[src/include/abr_map.svh]
`ifndef ABR_MAP_SVH
`define ABR_MAP_SVH

// audio bus word and source numbering
`define ABR_WORD_W      24
`define ABR_NUM_SRC     8
`define ABR_NUM_RXSRC   5
`define ABR_SRC_CPU0    5

// serial port slot timing, in bit clock periods
`define ABR_SAI_FIT     8'd24
`define ABR_SAI_CNT_MAX 8'hff

// link rates used to derive the frame generator cell divider
`define ABR_CLK_KHZ     250000
`define ABR_IEC_UI_KHZ  6144

// frame generator layout: preambles, bit slots, block length
`define ABR_IEC_PRE_X   8'he2
`define ABR_IEC_PRE_Y   8'he4
`define ABR_IEC_PRE_Z   8'he8
`define ABR_IEC_AUX_END 5'd28
`define ABR_IEC_CS_SLOT 5'd30
`define ABR_IEC_PAR_SLT 5'd31
`define ABR_IEC_LAST_FR 8'd191
`define ABR_IEC_LAST_UI 6'h3f

// receive decoder: cell sums and interval counter limit
`define ABR_IEC_PRE_UI  4'd8
`define ABR_IEC_LONG    2'd3
`define ABR_IEC_LAST_BT 5'd27
`define ABR_IEC_CNT_MAX 12'hfff

`endif

[src/include/abr_pkg.sv]
package abr_pkg;

   // receive decoder states, gray along hunt -> preamble -> data
   typedef enum logic [1:0]
   {
      ABR_RX_HUNT = 2'b00,
      ABR_RX_PRE  = 2'b01,
      ABR_RX_DATA = 2'b11
   } abr_rx_state_type;

   // source of both digital audio outputs
   typedef enum logic
   {
      ABR_OUT_GEN  = 1'b0,
      ABR_OUT_PASS = 1'b1
   } abr_iec_mode_type;

endpackage

[src/rtl/abr_audio_bus_router.sv]
`timescale 1ns/100ps
`include "abr_map.svh"

module abr_audio_bus_router
#(
   parameter int IEC_UI_DIV = `ABR_CLK_KHZ / `ABR_IEC_UI_KHZ
)
(
   // clock and reset
   input  wire logic                     clk_i,
   input  wire logic                     resetn_i,
   // serial audio pins
   input  wire logic [3:0]               sai_sclk_i,
   input  wire logic [3:0]               sai_ws_i,
   input  wire logic                     sai0_din_i,
   input  wire logic                     sai2_din_i,
   input  wire logic                     sai3_din_i,
   output wire logic                     sai0_dout_o,
   output wire logic                     sai1_dout_o,
   // serial audio control
   input  wire logic [3:0]               sai_fmt_eiaj_i,
   input  wire logic [2:0]               sai0_src_sel_i,
   input  wire logic [2:0]               sai1_src_sel_i,
   // digital audio pins
   input  wire logic [3:0]               iec_in_i,
   output logic                          iec_out_pro_o,
   output logic                          iec_out_con_o,
   // digital audio control
   input  wire logic [1:0][1:0]          iec_rx_pin_sel_i,
   input  wire abr_pkg::abr_iec_mode_type iec_mode_i,
   input  wire logic [1:0]               iec_pass_sel_i,
   input  wire logic [2:0]               iec_src_sel_i,
   // processor read taps
   input  wire logic [2:0][2:0]          cpu_rd_sel_i,
   output logic [2:0][23:0]              cpu_rd_left_o,
   output logic [2:0][23:0]              cpu_rd_right_o,
   // processor write sources
   input  wire logic [2:0]               cpu_wr_stb_i,
   input  wire logic [2:0][23:0]         cpu_wr_left_i,
   input  wire logic [2:0][23:0]         cpu_wr_right_i
);
   import abr_pkg::*;

   // ****************************************************************
   // helper functions
   // ****************************************************************

   // classify a biphase interval as one, two or three cells
   function automatic logic [1:0] iec_cls(input logic [12:0] len,
                                          input logic [11:0] mn);
      logic [15:0] twice;
      logic [15:0] lim2;
      logic [15:0] lim3;
      twice = {2'b00, len, 1'b0};
      lim2  = 16'({4'h0, mn} * 16'd3);
      lim3  = 16'({4'h0, mn} * 16'd5);
      if (twice < lim2)
         iec_cls = 2'd1;
      else if (twice < lim3)
         iec_cls = 2'd2;
      else
         iec_cls = `ABR_IEC_LONG;
   endfunction

   // biphase-mark level of the next cell
   function automatic logic iec_enc(input logic       lvl,
                                    input logic       start,
                                    input logic [5:0] ui,
                                    input logic [7:0] pat,
                                    input logic       dbit);
      if (ui[5:3] == 3'h0)
         iec_enc = start ^ pat[3'h7 - ui[2:0]];
      else if (!ui[0])
         iec_enc = ~lvl;
      else
         iec_enc = lvl ^ dbit;
   endfunction

   // ****************************************************************
   // input synchronisers
   // ****************************************************************

   // pins: [3:0] bit clocks, [7:4] word clocks, [11:8] data, [15:12] iec
   logic [15:0] s1_q;
   logic [15:0] s2_q;
   logic [15:0] s3_q;
   wire  [15:0] async_w = {iec_in_i, sai3_din_i, sai2_din_i, 1'b0,
                           sai0_din_i, sai_ws_i, sai_sclk_i};

   // two stages before use, third for edges; needs sclk <= clk/3
   always_ff @(posedge clk_i or negedge resetn_i)
   begin
      if (!resetn_i)
      begin
         s1_q <= 16'h0000;
         s2_q <= 16'h0000;
         s3_q <= 16'h0000;
      end
      else
      begin
         s1_q <= async_w;
         s2_q <= s1_q;
         s3_q <= s2_q;
      end
   end

   // ****************************************************************
   // audio bus
   // ****************************************************************

   logic [23:0] bus_l_q [`ABR_NUM_SRC];
   logic [23:0] bus_r_q [`ABR_NUM_SRC];
   logic [3:0]  sai_stb_w;
   logic [3:0]  sai_left_w;
   logic [23:0] sai_word_w [4];
   logic [1:0]  dout_w;
   logic [1:0]  iec_stb_w;
   logic [1:0]  iec_left_w;
   logic [23:0] iec_word_w [2];
   logic [4:0]  src_stb_w;
   logic [4:0]  src_left_w;
   logic [23:0] src_word_w [`ABR_NUM_RXSRC];

   // receiver sources: sai0, sai2, sai3, iec rx 0, iec rx 1
   assign src_stb_w     = {iec_stb_w, sai_stb_w[3:2], sai_stb_w[0]};
   assign src_left_w    = {iec_left_w, sai_left_w[3:2], sai_left_w[0]};
   assign src_word_w[0] = sai_word_w[0];
   assign src_word_w[1] = sai_word_w[2];
   assign src_word_w[2] = sai_word_w[3];
   assign src_word_w[3] = iec_word_w[0];
   assign src_word_w[4] = iec_word_w[1];

   // each source slot keeps its last word until the next one
   always_ff @(posedge clk_i or negedge resetn_i)
   begin
      if (!resetn_i)
      begin
         for (int s = 0; s < `ABR_NUM_SRC; s++)
         begin
            bus_l_q[s] <= 24'h000000;
            bus_r_q[s] <= 24'h000000;
         end
      end
      else
      begin
         for (int s = 0; s < `ABR_NUM_RXSRC; s++)
         begin
            if (src_stb_w[s] && src_left_w[s])
               bus_l_q[s] <= src_word_w[s];
            else if (src_stb_w[s])
               bus_r_q[s] <= src_word_w[s];
         end
         for (int c = 0; c < 3; c++)
         begin
            if (cpu_wr_stb_i[c])
            begin
               bus_l_q[`ABR_SRC_CPU0 + c] <= cpu_wr_left_i[c];
               bus_r_q[`ABR_SRC_CPU0 + c] <= cpu_wr_right_i[c];
            end
         end
      end
   end

   // read taps sample their chosen source every cycle
   always_ff @(posedge clk_i or negedge resetn_i)
   begin
      if (!resetn_i)
      begin
         cpu_rd_left_o  <= '0;
         cpu_rd_right_o <= '0;
      end
      else
      begin
         for (int t = 0; t < 3; t++)
         begin
            cpu_rd_left_o[t]  <= bus_l_q[cpu_rd_sel_i[t]];
            cpu_rd_right_o[t] <= bus_r_q[cpu_rd_sel_i[t]];
         end
      end
   end

   // ****************************************************************
   // serial audio ports
   // ****************************************************************

   // four ports; port 0 in/out, port 1 out, ports 2 and 3 in
   for (genvar p = 0; p < 4; p++)
   begin : g_sai
      logic        ws_q;
      logic [7:0]  cnt_q;
      logic [7:0]  len_q;
      logic [23:0] sr_q;
      logic        stb_q;
      logic        left_q;
      logic [23:0] word_q;
      wire         eiaj_w = sai_fmt_eiaj_i[p];
      wire         rise_w = s2_q[p] & ~s3_q[p];
      wire         fall_w = ~s2_q[p] & s3_q[p];
      wire         chg_w  = rise_w & (s2_q[4+p] != ws_q);
      wire         fits_w = cnt_q < `ABR_SAI_FIT;
      wire  [23:0] shf_w  = {sr_q[22:0], s2_q[8+p]};
      wire  [23:0] cap_w  = (eiaj_w | ~fits_w) ? sr_q : shf_w;

      // slot counter and receive shifter, edge driven only
      always_ff @(posedge clk_i or negedge resetn_i)
      begin
         if (!resetn_i)
         begin
            ws_q   <= 1'b0;
            cnt_q  <= 8'h00;
            len_q  <= 8'h00;
            sr_q   <= 24'h000000;
            stb_q  <= 1'b0;
            left_q <= 1'b0;
            word_q <= 24'h000000;
         end
         else
         begin
            stb_q <= chg_w;
            if (rise_w)
               ws_q <= s2_q[4+p];
            if (chg_w)
            begin
               cnt_q  <= 8'h00;
               len_q  <= 8'(cnt_q + 8'd1);
               sr_q   <= shf_w;
               word_q <= cap_w;
               left_q <= eiaj_w ? ws_q : ~ws_q;
            end
            else if (rise_w)
            begin
               if (cnt_q != `ABR_SAI_CNT_MAX)
                  cnt_q <= 8'(cnt_q + 8'd1);
               if (eiaj_w | fits_w)
                  sr_q <= shf_w;
            end
         end
      end

      assign sai_stb_w[p]  = stb_q & (p != 1);
      assign sai_left_w[p] = left_q;
      assign sai_word_w[p] = word_q;

      if (p < 2)
      begin : g_tx
         logic [23:0] txw_q;
         logic        dout_q;
         wire  [2:0]  sel_w   = (p == 0) ? sai0_src_sel_i : sai1_src_sel_i;
         wire         nleft_w = eiaj_w ? s2_q[4+p] : ~s2_q[4+p];
         wire  [8:0]  rem_w   = 9'({1'b0, len_q} - {1'b0, cnt_q} - 9'd2);
         wire  [7:0]  idx_w   = 8'(8'd23 - cnt_q);
         wire         rj_ok_w = ~rem_w[8] & (rem_w < 9'd24);
         wire         bit_w   = eiaj_w ? (rj_ok_w & txw_q[rem_w[4:0]])
                                       : (fits_w & txw_q[idx_w[4:0]]);

         // fetch the new channel's word, shift out on falling edges
         always_ff @(posedge clk_i or negedge resetn_i)
         begin
            if (!resetn_i)
            begin
               txw_q  <= 24'h000000;
               dout_q <= 1'b0;
            end
            else
            begin
               if (chg_w)
                  txw_q <= nleft_w ? bus_l_q[sel_w] : bus_r_q[sel_w];
               if (fall_w)
                  dout_q <= bit_w;
            end
         end
         assign dout_w[p] = dout_q;
      end
   end

   assign sai0_dout_o = dout_w[0];
   assign sai1_dout_o = dout_w[1];

   // ****************************************************************
   // digital audio receivers
   // ****************************************************************

   for (genvar r = 0; r < 2; r++)
   begin : g_iecrx
      abr_rx_state_type st_q;
      logic [11:0] cnt_q;
      logic [11:0] min_q;
      logic [3:0]  acc_q;
      logic        half_q;
      logic        left_q;
      logic [4:0]  nb_q;
      logic [27:0] sr_q;
      logic        stb_q;
      logic        pleft_q;
      logic [23:0] word_q;
      wire  [1:0]  pin_w = iec_rx_pin_sel_i[r];
      wire         edge_w = s2_q[12+pin_w] ^ s3_q[12+pin_w];
      wire  [12:0] len_w = 13'({1'b0, cnt_q} + 13'd1);
      wire  [1:0]  k_w = iec_cls(len_w, min_q);
      wire  [3:0]  acc_n_w = 4'(acc_q + {2'b00, k_w});
      wire  [27:0] nsr_w = {k_w == 2'd1, sr_q[27:1]};

      // biphase-mark decode from measured transition intervals
      always_ff @(posedge clk_i or negedge resetn_i)
      begin
         if (!resetn_i)
         begin
            st_q    <= ABR_RX_HUNT;
            cnt_q   <= 12'h000;
            min_q   <= `ABR_IEC_CNT_MAX;
            acc_q   <= 4'h0;
            half_q  <= 1'b0;
            left_q  <= 1'b0;
            nb_q    <= 5'h00;
            sr_q    <= 28'h0000000;
            stb_q   <= 1'b0;
            pleft_q <= 1'b0;
            word_q  <= 24'h000000;
         end
         else if (!edge_w)
         begin
            stb_q <= 1'b0;
            if (cnt_q != `ABR_IEC_CNT_MAX)
               cnt_q <= 12'(cnt_q + 12'd1);
            else
            begin
               min_q <= `ABR_IEC_CNT_MAX;
               st_q  <= ABR_RX_HUNT;
            end
         end
         else
         begin
            stb_q <= 1'b0;
            cnt_q <= 12'h000;
            if (len_w < {1'b0, min_q})
               min_q <= len_w[11:0];
            case (st_q)
               ABR_RX_HUNT:
                  if (k_w == `ABR_IEC_LONG)
                  begin
                     st_q  <= ABR_RX_PRE;
                     acc_q <= 4'd3;
                  end
               ABR_RX_PRE:
               begin
                  if (acc_q == 4'd3)
                     left_q <= (k_w != 2'd2); // preamble y is right
                  acc_q <= acc_n_w;
                  if (acc_n_w == `ABR_IEC_PRE_UI)
                  begin
                     st_q   <= ABR_RX_DATA;
                     nb_q   <= 5'h00;
                     half_q <= 1'b0;
                  end
                  else if (acc_n_w > `ABR_IEC_PRE_UI)
                     st_q <= ABR_RX_HUNT;
               end
               ABR_RX_DATA:
                  if (k_w == `ABR_IEC_LONG)
                  begin
                     st_q  <= ABR_RX_PRE;
                     acc_q <= 4'd3;
                  end
                  else if (k_w == 2'd2 && half_q)
                     st_q <= ABR_RX_HUNT;
                  else if (k_w == 2'd1 && !half_q)
                     half_q <= 1'b1;
                  else
                  begin
                     sr_q   <= nsr_w;
                     half_q <= 1'b0;
                     nb_q   <= 5'(nb_q + 5'd1);
                     if (nb_q == `ABR_IEC_LAST_BT)
                     begin
                        st_q    <= ABR_RX_HUNT;
                        stb_q   <= ~^nsr_w;
                        word_q  <= nsr_w[23:0];
                        pleft_q <= left_q;
                     end
                  end
               default:
                  st_q <= ABR_RX_HUNT;
            endcase
         end
      end

      assign iec_stb_w[r]  = stb_q;
      assign iec_left_w[r] = pleft_q;
      assign iec_word_w[r] = word_q;
   end

   // ****************************************************************
   // digital audio transmitter
   // ****************************************************************

   logic [7:0]  div_q;
   logic [5:0]  ui_q;
   logic        sf_q;
   logic [7:0]  frm_q;
   logic [1:0]  lvl_q;
   logic [1:0]  start_q;
   logic [23:0] txw_q;
   logic [1:0]  lvl_d;
   logic [1:0]  cs_w;
   logic [1:0]  dbit_w;

   // cell enable, next counters, preamble and slot decode
   wire         ui_en_w = div_q == 8'(IEC_UI_DIV - 1);
   wire         wrap_w  = ui_q == `ABR_IEC_LAST_UI;
   wire  [5:0]  ui_n_w  = 6'(ui_q + 6'd1);
   wire         sf_n_w  = wrap_w ? ~sf_q : sf_q;
   wire  [7:0]  frm_n_w = ~(wrap_w & sf_q) ? frm_q :
                          (frm_q == `ABR_IEC_LAST_FR) ? 8'h00 :
                          8'(frm_q + 8'd1);
   wire  [7:0]  pre_w   = sf_n_w ? `ABR_IEC_PRE_Y :
                          (frm_n_w == 8'h00) ? `ABR_IEC_PRE_Z :
                          `ABR_IEC_PRE_X;
   wire  [4:0]  slot_w  = ui_n_w[5:1];
   wire  [4:0]  aidx_w  = 5'(slot_w - 5'd4);
   wire         abit_w  = (slot_w < `ABR_IEC_AUX_END) & txw_q[aidx_w];
   wire  [1:0]  start_w = wrap_w ? lvl_q : start_q;
   wire         pass_w  = iec_mode_i == ABR_OUT_PASS;

   // status bit 0 marks the professional stream only
   assign cs_w = {1'b0, frm_n_w == 8'h00};
   for (genvar o = 0; o < 2; o++)
   begin : g_enc
      assign dbit_w[o] = abit_w |
                         ((slot_w == `ABR_IEC_CS_SLOT) & cs_w[o]) |
                         ((slot_w == `ABR_IEC_PAR_SLT) & (^txw_q ^ cs_w[o]));
      assign lvl_d[o] = iec_enc(lvl_q[o], start_w[o], ui_n_w, pre_w,
                                dbit_w[o]);
   end

   // frame generator stepping one cell per enable
   always_ff @(posedge clk_i or negedge resetn_i)
   begin
      if (!resetn_i)
      begin
         div_q   <= 8'h00;
         ui_q    <= `ABR_IEC_LAST_UI;
         sf_q    <= 1'b1;
         frm_q   <= `ABR_IEC_LAST_FR;
         lvl_q   <= 2'b00;
         start_q <= 2'b00;
         txw_q   <= 24'h000000;
      end
      else
      begin
         div_q <= ui_en_w ? 8'h00 : 8'(div_q + 8'd1);
         if (ui_en_w)
         begin
            ui_q    <= ui_n_w;
            sf_q    <= sf_n_w;
            frm_q   <= frm_n_w;
            lvl_q   <= lvl_d;
            start_q <= start_w;
            if (wrap_w)
               txw_q <= sf_n_w ? bus_r_q[iec_src_sel_i]
                               : bus_l_q[iec_src_sel_i];
         end
      end
   end

   // output select: generator or raw pass-through of one input pin
   always_ff @(posedge clk_i or negedge resetn_i)
   begin
      if (!resetn_i)
      begin
         iec_out_pro_o <= 1'b0;
         iec_out_con_o <= 1'b0;
      end
      else
      begin
         iec_out_pro_o <= pass_w ? s2_q[12+iec_pass_sel_i] : lvl_q[0];
         iec_out_con_o <= pass_w ? s2_q[12+iec_pass_sel_i] : lvl_q[1];
      end
   end

endmodule

[config.mk]
export PLATFORM = sky130hd
export DESIGN_NAME = abr_audio_bus_router
export DESIGN_NICKNAME = d
export VERILOG_FILES = /design/src/include/abr_pkg.sv /design/src/rtl/abr_audio_bus_router.sv
export VERILOG_INCLUDE_DIRS = /design/src /design/src/include
export SDC_FILE = /design/constraint.sdc
export NUM_CORES = 2
export LEC_CHECK = 0
export ABC_AREA = 1
export BUFFER_PORTS_ARGS = -buffer_cell sky130_fd_sc_hd__buf_4
export CAP_MARGIN = 40
export CELL_PAD_IN_SITES_DETAIL_PLACEMENT = 0
export CELL_PAD_IN_SITES_GLOBAL_PLACEMENT = 1
export CORE_MARGIN = 2
export CORE_UTILIZATION = 30
export DETAILED_ROUTE_END_ITERATION = 16
export GPL_TIMING_DRIVEN = 0
export PLACE_DENSITY_LB_ADDON = 0.1
export SYNTH_ARGS = -nofsm -noshare
export SYNTH_HDL_FRONTEND = slang
export SYNTH_SLANG_ARGS = --single-unit
[constraint.sdc]
create_clock -name clk_i -period 6.72 [get_ports clk_i]
set_clock_uncertainty 0.05 [all_clocks]
set_input_delay 1.344 -clock clk_i [delete_from_list [all_inputs] [get_ports clk_i]]
set_output_delay 1.344 -clock clk_i [all_outputs]
set_load 0.005 [all_outputs]
==> metrics.txt <==
outcome=finished, final reports clean; peak fanout along the critical path=9; overall track demand over capacity in global routing=40.9%; Max stage delay on crit path=590 ps; kind of cell with the highest combined delay on the critical path=simple AND/OR/NAND/NOR gates; data arrival time at the worst-slack endpoint=6610 ps; clock tree from TritonCTS=done; cell count after placement=12100; average cell area after synthesis=7.36 um^2; number of port buffers=325; clock insertion delay at the later pin of the skew report=860 ps; post-synth top area cell=sky130_fd_sc_hd__dfrtp_1; Req. time, crit path=7410 ps; proportion of synthesized chip area in sequential cells=40.9%; final critical delay including setup and external delays=5910 ps; number of global-route vias before repair=68500; Critical path buffers and inverters=4; cell with the most instances after synthesis=sky130_fd_sc_hd__o21ai_0; ANT nets after route=0; kind of launch point of the worst setup path=flip-flop; Hold/Removal Path Class=reg -> reg; largest voltage drop on the vdd net=282 uV; CTS H-Tree Depth=4; category of the worst setup path capture point=flip-flop; clock sink count=1051; cell area after synthesis=64400 um^2; area of the die=218000 um^2; DRC Markers=0; First DRT Iteration DRCs=11300; Max-slew headroom=24.1%; Post-synth EDFFs=0; Overflow after GRT=0; post-cts sizing count=0; count of filler cells inserted in the layout=23000; Max Clock Freq=0.169 GHz; first-pass GRT wire length=606 mm; most common flop cell mapped by yosys=sky130_fd_sc_hd__dfrtp_1; total setup violations reported at the end of the flow=0; floorplan row count=170; register clock-pin slew on the reported worst setup and hold paths=60 ps; total count of hold-check failures in the final report=0; Post-Layout Inst Area=77800 um^2; critical setup path kind=reg -> reg; First-pass DRT Iterations=7; buffer type at the clock tree root=sky130_fd_sc_hd__clkbuf_16; relative area change from synthesis to final layout=20.7%; Post-CTS Setup Inserts=0; x dimension of the die=467 um; CTS max path bufs=3; Leak Pwr=33.5 nW; initial antenna violation count=77; period utilisation layout=88.0%; Slowest cell on crit path=sky130_fd_sc_hd__dfstp_2; RSZ-0062 raised after global routing=false; power per cell area=327 nW/um^2; maximum number of pins on one net before global-route repair=183; FF+latch count, synth=1051; fraction of registers with async set or reset after synthesis=100%; overall routed net length=458 mm; Die Height=467 um; warning count from the yosys run=0; most area-consuming cells after synthesis=sky130_fd_sc_hd__dfrtp_1 (39%), sky130_fd_sc_hd__o21ai_0 (17%), sky130_fd_sc_hd__a21oi_1 (8.0%), sky130_fd_sc_hd__nand2_1 (6.5%), sky130_fd_sc_hd__nor2_1 (4.5%); HPWL after DPL=366 mm; Syn Nets=9149; placeable core region=214000 um^2; Final GP Congestion=1.10; number of buffers created by CTS=131; Layout Nets=9851; fraction of layout cells with a size suffix above 1=9.48%; Placement Cell Area=73000 um^2; cell types with the highest counts after synthesis=sky130_fd_sc_hd__o21ai_0 (2210), sky130_fd_sc_hd__nand2_1 (1115), sky130_fd_sc_hd__a21oi_1 (1031), sky130_fd_sc_hd__dfrtp_1 (1013), sky130_fd_sc_hd__nor2_1 (771); gate count of the mapped netlist=8752; average wire per standard cell=36.8 um; vias after detailed routing=74300; final max-slew violation count=0; max-cap check violation count=0; distinct cell type count of the synthesized netlist=64; Boundary Pins=341; area share of the largest cell type after synthesis=39.4%; Most common cell on crit path=sky130_fd_sc_hd__nand2_1; Via-to-Cell Ratio=5.97; initial core utilization=30.1%; total of hold buffers inserted after clock tree synthesis=0; measured slew at the worst slew-check pin=1130 ps; number of standard cells in the final layout excluding fillers=12400
==> logic make-up (layout without fill, tap and decap cells) <==
family / Yosys count / count (layout) / share of synthesized area (%)
compound gates: 3761 / 3761 / 31.0
buf+inv: 1407 / 2208 / 8.31
other cells: 0 / 41 / 0
simple gates: 2157 / 2157 / 13.3
xor+xnor: 158 / 158 / 2.15
fa+ha+maj: 204 / 204 / 4.06
flops: 1051 / 1051 / 40.9
mux: 14 / 14 / 0.243
==> worst reg2reg max path: cells and delay by family (launching register included) <==
kind,cells,cell delay (ps)
and+or+nand+nor,15,1870
adders and majority gates,4,1390
AOI/OAI and AO/OA,8,1370
DFF,1,590
buffers and inverters,4,440
xor gates and xnor gates,1,170
==> sequential cells by signal, indices dropped and copies added (netlist names), 4 cells and up <==
| name | count |
|---|---|
| g_iecrx.nb_q | 10 |
| g_sai.word_q | 72 |
| g_iecrx.min_q | 24 |
| g_sai.g_tx.txw_q | 48 |
| g_iecrx.cnt_q | 24 |
| frm_q | 8 |
| s2_q | 15 |
| g_sai.ws_q | 4 |
| g_sai.sr_q | 72 |
| txw_q | 24 |
| ui_q | 6 |
| cpu_rd_left_o | 72 |
| cpu_rd_right_o | 72 |
| g_iecrx.sr_q | 54 |
| bus_l_q | 192 |
| div_q | 8 |
| g_iecrx.acc_q | 8 |
| g_iecrx.st_q | 4 |
| g_sai.cnt_q | 32 |
| g_iecrx.word_q | 48 |
| s1_q | 15 |
| s3_q | 8 |
| bus_r_q | 192 |
| g_sai.len_q | 16 |
==> power by group <==
part           internal [mW]  total, mW  switching, mW  leakage, nW
Sequential              7.36       10.3           2.92         13.2
Combinational           2.50       7.82           5.31         18.1
Clock                   4.22       7.30           3.09         2.13
==> per-stage QoR <==
stage	setup TNS (ps)	power [mW]	setup WS (ps)	util [%]	hold WS [ps]
finish	0	25.4	806	36.3	281
floorplan	0	12.5	1640	-	281
global route	0	26.3	185	36.3	304
CTS	0	25.0	779	36.2	295
detailed placement	0	17.6	807	34.1	285
global placement	-8957380	17.4	-9260	32.9	283
==> layer usage <==
layer / up-vias / global-route usage, % / share of wire (%)
met1: 36800 / 54.1 / 41
met4: 20 / 28.9 / 8.4
li1: 31500 / - / -
met3: 1143 / 13.0 / 11
met5: - / 0 / 0.029
met2: 4871 / 55.7 / 39
==> layout make-up <==
| class | count | area (um^2) | area share [%] |
|---|---|---|---|
| multi-input cells | 6294 | 32700 | 42.1 |
| flip-flops and latches | 1051 | 26300 | 33.9 |
| repair buffers | 569 | 5300 | 6.81 |
| clock buffers | 186 | 3730 | 4.79 |
| well taps | 2838 | 3550 | 4.57 |
| inverters | 768 | 2880 | 3.71 |
| plain buffers | 639 | 2470 | 3.18 |
| clock inverters | 46 | 651 | 0.837 |
| diodes | 41 | 103 | 0.132 |
==> cell usage in the layout (no fill, tap or decap), types with 9 or more instances in the layout <==
cell	instances
sky130_fd_sc_hd__o21bai_1	9
sky130_fd_sc_hd__inv_2	10
sky130_fd_sc_hd__o21ai_0	2194
sky130_fd_sc_hd__clkbuf_16	132
sky130_fd_sc_hd__nand3_1	193
sky130_fd_sc_hd__dfrtp_1	1013
sky130_fd_sc_hd__ha_1	196
sky130_fd_sc_hd__xor2_1	98
sky130_fd_sc_hd__a21oi_1	1031
sky130_fd_sc_hd__a31oi_1	220
sky130_fd_sc_hd__a22oi_1	37
sky130_fd_sc_hd__buf_8	63
sky130_fd_sc_hd__inv_1	755
sky130_fd_sc_hd__buf_16	17
sky130_fd_sc_hd__clkinv_2	16
sky130_fd_sc_hd__clkbuf_8	22
sky130_fd_sc_hd__o211ai_1	37
sky130_fd_sc_hd__o21ai_1	38
sky130_fd_sc_hd__dfstp_2	38
sky130_fd_sc_hd__o221ai_1	116
sky130_fd_sc_hd__diode_2	41
sky130_fd_sc_hd__nand4_1	20
sky130_fd_sc_hd__clkbuf_1	601
sky130_fd_sc_hd__buf_4	394
sky130_fd_sc_hd__nand2_1	1115
sky130_fd_sc_hd__mux2_2	13
sky130_fd_sc_hd__a2bb2oi_1	11
sky130_fd_sc_hd__buf_6	76
sky130_fd_sc_hd__buf_1	34
sky130_fd_sc_hd__a211oi_1	13
sky130_fd_sc_hd__xnor2_1	59
sky130_fd_sc_hd__nor2_1	769
sky130_fd_sc_hd__buf_2	45
sky130_fd_sc_hd__nor3_1	17
==> worst paths after layout <==
kind | depth (start not counted) | endpoint | start | slack, ps
worst max-delay path | 32 | g_iecrx[1].nb_q[3]$_DFFE_PN0P_ | g_iecrx[1].min_q[1]$_DFFE_PN1P_ | 810
worst min-delay path | 0 | s2_q[7]$_DFF_PN0_ | s1_q[7]$_DFF_PN0_ | 280
worst max register to register | 32 | g_iecrx[1].nb_q[3]$_DFFE_PN0P_ | g_iecrx[1].min_q[1]$_DFFE_PN1P_ | 810
worst min register to register | 0 | s2_q[7]$_DFF_PN0_ | s1_q[7]$_DFF_PN0_ | 280
max in group asynchronous | 4 | bus_l_q[107]$_DFFE_PN0P_ | resetn_i | 3370
min in group asynchronous | 1 | frm_q[6]$_DFFE_PN0N_ | resetn_i | 430
Note: power is estimated with default switching activity, not from simulation.
